File: src/ctb_pkg.sv
// Shared constants and carrier types for the counter timebase block
package ctb_pkg;
  localparam int CNT_W = 32;
  localparam int TB_FAST_HZ = 80000000;
  localparam int TB_MID_HZ = 20000000;
  localparam int TB_SLOW_HZ = 100000;
  localparam int DIV_MID = TB_FAST_HZ / TB_MID_HZ;
  localparam int DIV_SLOW = TB_MID_HZ / TB_SLOW_HZ;
  localparam int NUM_CTR = 2;
  localparam logic [1:0] SRC_EXT = 2'h0;
  localparam logic [1:0] SRC_TB_FAST = 2'h1;
  localparam logic [1:0] SRC_TB_MID = 2'h2;
  localparam logic [1:0] SRC_TB_SLOW = 2'h3;
  localparam logic [CNT_W-1:0] CNT_RESET = 32'h0000_0000;

  typedef enum logic [1:0] {
    CTB_IDLE,
    CTB_RUN
  } ctb_state_t;

  typedef struct packed {
    logic valid;
    logic [CNT_W-1:0] count;
  } ctb_meas_t;

  typedef struct packed {
    logic src;
    logic gate;
  } ctb_pins_t;
endpackage

File: src/ctb_counter_top.sv
// Two buffered-period counters with timebase-synchronous duplicate count prevention
// Overview of operation
// RL1: Source and Gate pins are resampled on the 80 MHz timebase before edge detection.
// RL2: A rising Gate edge stores the count even when no Source edge came since the last one.
// RL3: The counter steps once per Source pulse however long the pulse stays high.
// RL4: Count and internal output update on the 80 MHz timebase only.
// RL5: Duplicate count prevention is always on and cannot be disabled.
// RL6: The source-synchronous path that loses counts when Source stops is never built.
// RL7: 80 MHz, 20 MHz and 100 kHz timebases are selectable Source inputs per 32-bit counter.
// RL8: The 20 MHz timebase is an integer division of the 80 MHz timebase.
// RL9: The 100 kHz timebase is the 20 MHz timebase divided by 200.
// RL10: The count of Source pulses between consecutive rising Gate edges is stored.
// RL11: The 80 MHz to 20 MHz divider uses a ratio of four.
`timescale 1ns/10ps
`default_nettype none
module ctb_counter_top #(
  parameter int CW = ctb_pkg::CNT_W,
  parameter int NC = ctb_pkg::NUM_CTR
) (
  // Clock and reset
  input wire logic core_clk,
  input wire logic rst_n,
  // Measured system pins, asynchronous
  input wire ctb_pkg::ctb_pins_t [NC-1:0] pin_in,
  // Per counter configuration
  input wire logic [NC-1:0][1:0] src_sel,
  input wire logic [NC-1:0] arm,
  // Measurements
  output ctb_pkg::ctb_meas_t [NC-1:0] meas_out,
  output logic [NC-1:0] ctr_int_out,
  output logic tb_mid_en,
  output logic tb_slow_en
);
  typedef struct packed {
    ctb_pkg::ctb_state_t state;
    logic [1:0] src_sync;
    logic [1:0] gate_sync;
    logic src_prev;
    logic gate_prev;
    logic [CW-1:0] count;
    ctb_pkg::ctb_meas_t meas;
    logic int_out;
  } ctb_ctr_t;

  // Source edge select shared by every counter
  function automatic logic src_tick(input logic [1:0] sel, input logic ext_edge,
                                    input logic mid, input logic slow);
    case (sel)
      ctb_pkg::SRC_EXT: src_tick = ext_edge;
      ctb_pkg::SRC_TB_FAST: src_tick = 1'b1;
      ctb_pkg::SRC_TB_MID: src_tick = mid;
      ctb_pkg::SRC_TB_SLOW: src_tick = slow;
      default: src_tick = 1'b0;
    endcase
  endfunction

  logic mid_en;
  logic slow_en;

  ctb_timebase u_tb (
    .core_clk(core_clk),
    .rst_n(rst_n),
    .tb_mid_en(mid_en),
    .tb_slow_en(slow_en)
  );

  assign tb_mid_en = mid_en;
  assign tb_slow_en = slow_en;

  genvar gi;
  generate
    for (gi = 0; gi < NC; gi++)
    begin : g_ctr
      ctb_ctr_t st_ff;
      ctb_ctr_t nxt_st;
      logic src_rise;
      logic gate_rise;
      logic tick;

      // RL1: edges seen only after second stage
      assign src_rise = st_ff.src_sync[1] & ~st_ff.src_prev;
      assign gate_rise = st_ff.gate_sync[1] & ~st_ff.gate_prev;
      // RL7: timebase selection
      assign tick = src_tick(src_sel[gi], src_rise, mid_en, slow_en);

      always_comb
      begin
        nxt_st = st_ff;
        // RL1: two-stage resampling
        nxt_st.src_sync = {st_ff.src_sync[0], pin_in[gi].src};
        nxt_st.gate_sync = {st_ff.gate_sync[0], pin_in[gi].gate};
        nxt_st.src_prev = st_ff.src_sync[1];
        nxt_st.gate_prev = st_ff.gate_sync[1];
        nxt_st.meas.valid = 1'b0;
        case (st_ff.state)
          ctb_pkg::CTB_IDLE:
          begin
            nxt_st.count = ctb_pkg::CNT_RESET;
            nxt_st.int_out = 1'b0;
            if (arm[gi])
              nxt_st.state = ctb_pkg::CTB_RUN;
          end
          ctb_pkg::CTB_RUN:
          begin
            // RL2: gate stores without a source edge
            if (gate_rise)
            begin
              // RL10: pulses between gate edges
              nxt_st.meas.valid = 1'b1;
              nxt_st.meas.count = st_ff.count;
              // A tick in the gate cycle opens the next period, so none is lost
              nxt_st.count = tick ? CW'(1) : ctb_pkg::CNT_RESET;
              nxt_st.int_out = ~st_ff.int_out;
            end
            // RL3: one step per edge
            else if (tick)
            begin
              nxt_st.count = st_ff.count + CW'(1);
            end
            if (!arm[gi])
              nxt_st.state = ctb_pkg::CTB_IDLE;
          end
          default: nxt_st.state = ctb_pkg::CTB_IDLE;
        endcase
      end

      // RL4: all updates on the timebase clock
      // RL5: no bypass path exists
      // RL6: source-clocked path omitted
      always_ff @(posedge core_clk)
      begin
        if (!rst_n)
        begin
          st_ff <= '0;
          st_ff.state <= ctb_pkg::CTB_IDLE;
        end
        else
        begin
          st_ff <= nxt_st;
        end
      end

      assign meas_out[gi] = st_ff.meas;
      assign ctr_int_out[gi] = st_ff.int_out;
    end
  endgenerate
endmodule
`default_nettype wire

File: src/ctb_timebase.sv
// Timebase dividers: 20 MHz and 100 kHz enables from the 80 MHz clock
`timescale 1ns/10ps
`default_nettype none
module ctb_timebase #(
  parameter int MID_RATIO = ctb_pkg::DIV_MID,
  parameter int SLOW_RATIO = ctb_pkg::DIV_SLOW
) (
  // Clock and reset
  input wire logic core_clk,
  input wire logic rst_n,
  // Enables
  output logic tb_mid_en,
  output logic tb_slow_en
);
  typedef struct packed {
    logic [7:0] mid_cnt;
    logic [7:0] slow_cnt;
    logic mid;
    logic slow;
  } ctb_div_t;

  ctb_div_t st_ff;
  ctb_div_t nxt_st;

  always_comb
  begin
    nxt_st = st_ff;
    nxt_st.mid = 1'b0;
    nxt_st.slow = 1'b0;
    // RL11: divide by four
    // RL8: integer divide
    if (st_ff.mid_cnt == 8'(MID_RATIO - 1))
    begin
      nxt_st.mid_cnt = 8'h00;
      nxt_st.mid = 1'b1;
      // RL9: divide by 200
      if (st_ff.slow_cnt == 8'(SLOW_RATIO - 1))
      begin
        nxt_st.slow_cnt = 8'h00;
        nxt_st.slow = 1'b1;
      end
      else
      begin
        nxt_st.slow_cnt = st_ff.slow_cnt + 8'h01;
      end
    end
    else
    begin
      nxt_st.mid_cnt = st_ff.mid_cnt + 8'h01;
    end
  end

  always_ff @(posedge core_clk)
  begin
    if (!rst_n)
      st_ff <= '0;
    else
      st_ff <= nxt_st;
  end

  assign tb_mid_en = st_ff.mid;
  assign tb_slow_en = st_ff.slow;
endmodule
`default_nettype wire
File: config.mk
export PLATFORM = sky130hd
export DESIGN_NAME = ctb_counter_top
export DESIGN_NICKNAME = d
export VERILOG_FILES = /design/src/ctb_pkg.sv /design/src/ctb_counter_top.sv /design/src/ctb_timebase.sv
export SDC_FILE = /design/constraint.sdc
export NUM_CORES = 1
export LEC_CHECK = 0
export BUFFER_PORTS_ARGS = -buffer_cell sky130_fd_sc_hd__buf_2
export CELL_PAD_IN_SITES_DETAIL_PLACEMENT = 1
export CELL_PAD_IN_SITES_GLOBAL_PLACEMENT = 1
export CORE_ASPECT_RATIO = 0.8
export CORE_MARGIN = 1
export CORE_UTILIZATION = 44
export CTS_CLUSTER_DIAMETER = 150
export CTS_CLUSTER_SIZE = 28
export DETAILED_ROUTE_END_ITERATION = 7
export PLACE_DENSITY_LB_ADDON = 0.3
export RECOVER_POWER = 100
export SLEW_MARGIN = 15
export SYNTH_ARGS = -nofsm -noshare
export SYNTH_HDL_FRONTEND = slang
export SYNTH_SLANG_ARGS = --single-unit
File: constraint.sdc
create_clock -name core_clk -period 2.32 [get_ports core_clk]
set_input_delay 0 -clock core_clk [delete_from_list [all_inputs] [get_ports core_clk]]
set_output_delay 0 -clock core_clk [all_outputs]
set_load 0.01 [all_outputs]
==> impl_metrics.ini <==
[layout]
mostFrequentLayoutCell = dfxtp_1
layout.cells.non_filler = 1100
antennaDiodeCount = 0
fin_util_pct = 50.6
syn_to_final_growth_pct = 10.6
multi_input_area_um2 = 3350
regArea_um2 = 3280
layout-drive-gt1-share_pct = 8.02
fill_cells = 1930
nets = 888
layout_common_cells = dfxtp_1, nand2_1, clkbuf_1

[floorplanning]
die_h_um = 117
std_cell_rows = 41
die-area_um2 = 17200
start_util_pct = 45.7
core_area_um2 = 16000
fp.dieW_um = 146
top_level_ports = 82

[drt]
drt-initial-drc-count = 336
first_pass_iters = 5
wire_per_inst_um = 16.6
wl_met3_um = 672
wl_met1_mm = 8.72
wl_met2_mm = 8.70
vias = 5904
drc = 0
avgViaCountPerCell = 5.37
ant_nets = 0
dr.max_layer_used = met4
routed_wirelength_mm = 18.3

[yosys]
synthCells = 850
ys_async_sr_fraction_pct = 0
synthesis.area_um2 = 7320
yosys_warnings = 0
yosys.area.top_type = dfxtp_1
avgSynthCellArea_um2 = 8.61
syn-num-nets = 866
synth-compound-area-share_pct = 15.2
netlist_top_cells_area = dfxtp_1, nand2_1, buf_4
synth-seq-area-share_pct = 44.9
yosysUniqueCellTypes = 49
synth_flop_cell = dfxtp_1
synth_top_cell_area_share_pct = 44.9
synth_top_family_by_area = simple AND/OR/NAND/NOR gates
muxShareOfSynthArea_pct = 0.547
yosys.area_share.simple_pct = 24.2
synth_xor_area_share_pct = 5.03
synth_edf_count = 0
synthAdderAreaFrac_pct = 0.684
synth-seq-cells = 164

[clocking]
clkTransAtPathRegs_ns = 0.07
cts_buffers = 17
clock_sinks = 164
clk_path_buf_depth = 2
cts_tree = yes
h-tree-depth = 4
clock_latency_ns = 0.43
cts-root-buf = clkbuf_16

[grt]
grt_pass1_vias = 6130
grt.overflow.total = 0
grt_use_total_pct = 22.3
antenna_found_initial = 0
grt_pass1_wl_mm = 30.6
grt_max_degree = 33

[worst_setup_path]
cp.required_ns = 2.68
critical-path-top-delay-family = simple AND/OR/NAND/NOR gates
critPathKind = reg -> reg
critical_path.max_fanout = 8
crit_buf_inv = 0
max_stage_delay_ns = 0.51
end_kind = flop
worstPathArrival_ns = 2.52
crit_chain = nand4_1, nor4_4, nand3_2, or4_1, a21oi_1
crit_path_start_kind = flop
crit_path_top_delay_cell = or4_1

[power]
vdd.ir_drop.worst_v = 0.000464
power.leakage_nw = 2.63
power.density_nw_per_um2 = 750

[run]
drv_cap = 0

[sta]
post-route-min-period_ns = 2.16
clock-skew-final_ns = 0.0134
hold_ws_ns = 0.202
finalHoldViolations = 0
finalSetupTns_ns = 0
rsz0062_at_grt = no
fin_ws_ns = 0.160
tightestPinTransition_ns = 1.17
fmax_mhz = 463
final_max_slew_viol_count = 0
period_share_pct = 93.1
setup_violations = 0
relSlewSlack_pct = 22.0

[worst_hold_path]
min_path_type = in -> reg

[placed_design]
pre_cts_slack_ns = 0.178
dp.cells = 1061
io_buffers = 81
hpwl_mm = 12.5
gp_congestion = 0.826

[run_status]
status = finished clean
-- logic make-up after synthesis --
kind of cell               Yosys count
adders and majority gates            4
buffers and inverters              116
DFF                                164
xor gates and xnor gates            42
muxes                                4
AOI/OAI and AO/OA                  160
and+or+nand+nor                    360
-- path summary, 6_finish.rpt --
path                            slack, ns  cells past startpoint           startpoint                   to
worst max register to register       0.16                      5   g_ctr[0].st_ff[45]   g_ctr[0].st_ff[61]
worst max-delay path                 0.16                      5   g_ctr[0].st_ff[45]   g_ctr[0].st_ff[61]
worst min-delay path                 0.20                      5           src_sel[1]   g_ctr[0].st_ff[35]
worst min register to register       0.44                      1  g_ctr[1].nxt_st[71]  g_ctr[1].nxt_st[67]
-- worst reg2reg max path, stage by stage, from the launching register on --
cell and delay (ns):
dfxtp_1 0.45, nand4_1 0.31, nor4_4 0.47, nand3_2 0.21
or4_1 0.51, a21oi_1 0.14
-- report_power, final --
| part | internal, mW | leakage, nW | switching, mW |
|---|---|---|---|
| logic | 0.0649 | 1.01 | 0.118 |
| registers | 2.84 | 1.32 | 0.0170 |
| clock network | 1.84 | 0.292 | 1.20 |
| total | 4.74 | 2.63 | 1.33 |
-- through the flow --
stage               power, mW  cell area, um2
finish                   6.07            8090
global route             6.29            8090
CTS                      6.14            8200
detailed placement       3.09            7500
global placement         3.08            7500
floorplan                3.03            7320
-- synthesized netlist by cell type (14+ instances only) --
cell type and n:
nand3_1 31, a21oi_1 28, nor2_1 55, o2111ai_1 18
xor2_1 34, or3_1 14, a21boi_0 65, nand2_1 160
clkbuf_1 36, dfxtp_1 164, and2_1 28, o21ai_0 20
buf_4 68
-- state kept, by name (all words and copies together) (netlist names) --
name,count
u_tb.tb_slow_en,1
u_tb.tb_mid_en,1
g_ctr.st_ff,70
u_tb.st_ff,16
g_ctr.nxt_st,8
meas_out,66
ctr_int_out,2
-- area by class of cell --
cell class,count,area share (%)
multi-input cells,570,41.3
flip-flops and latches,164,40.6
repair buffers,111,6.49
clock buffers,18,5.43
well taps,215,3.32
clock inverters,14,2.47
inverters,8,0.371
-- layer usage --
metal / vias to the layer above / global-route usage [%]
met5: - / 0
met4: 0 / 7.23
met3: 14 / 5.37
met2: 109 / 36.1
met1: 2886 / 29.0
li1: 2895 / -
-- timing repair --
action                     4_1_cts  5_1_grt
setup buffers                    0        1
setup endpoints to repair        0        3
hold buffers                     6        0
resized for setup                0        1
hold endpoints to repair         6        0
Power figures use the tool's default switching activity.
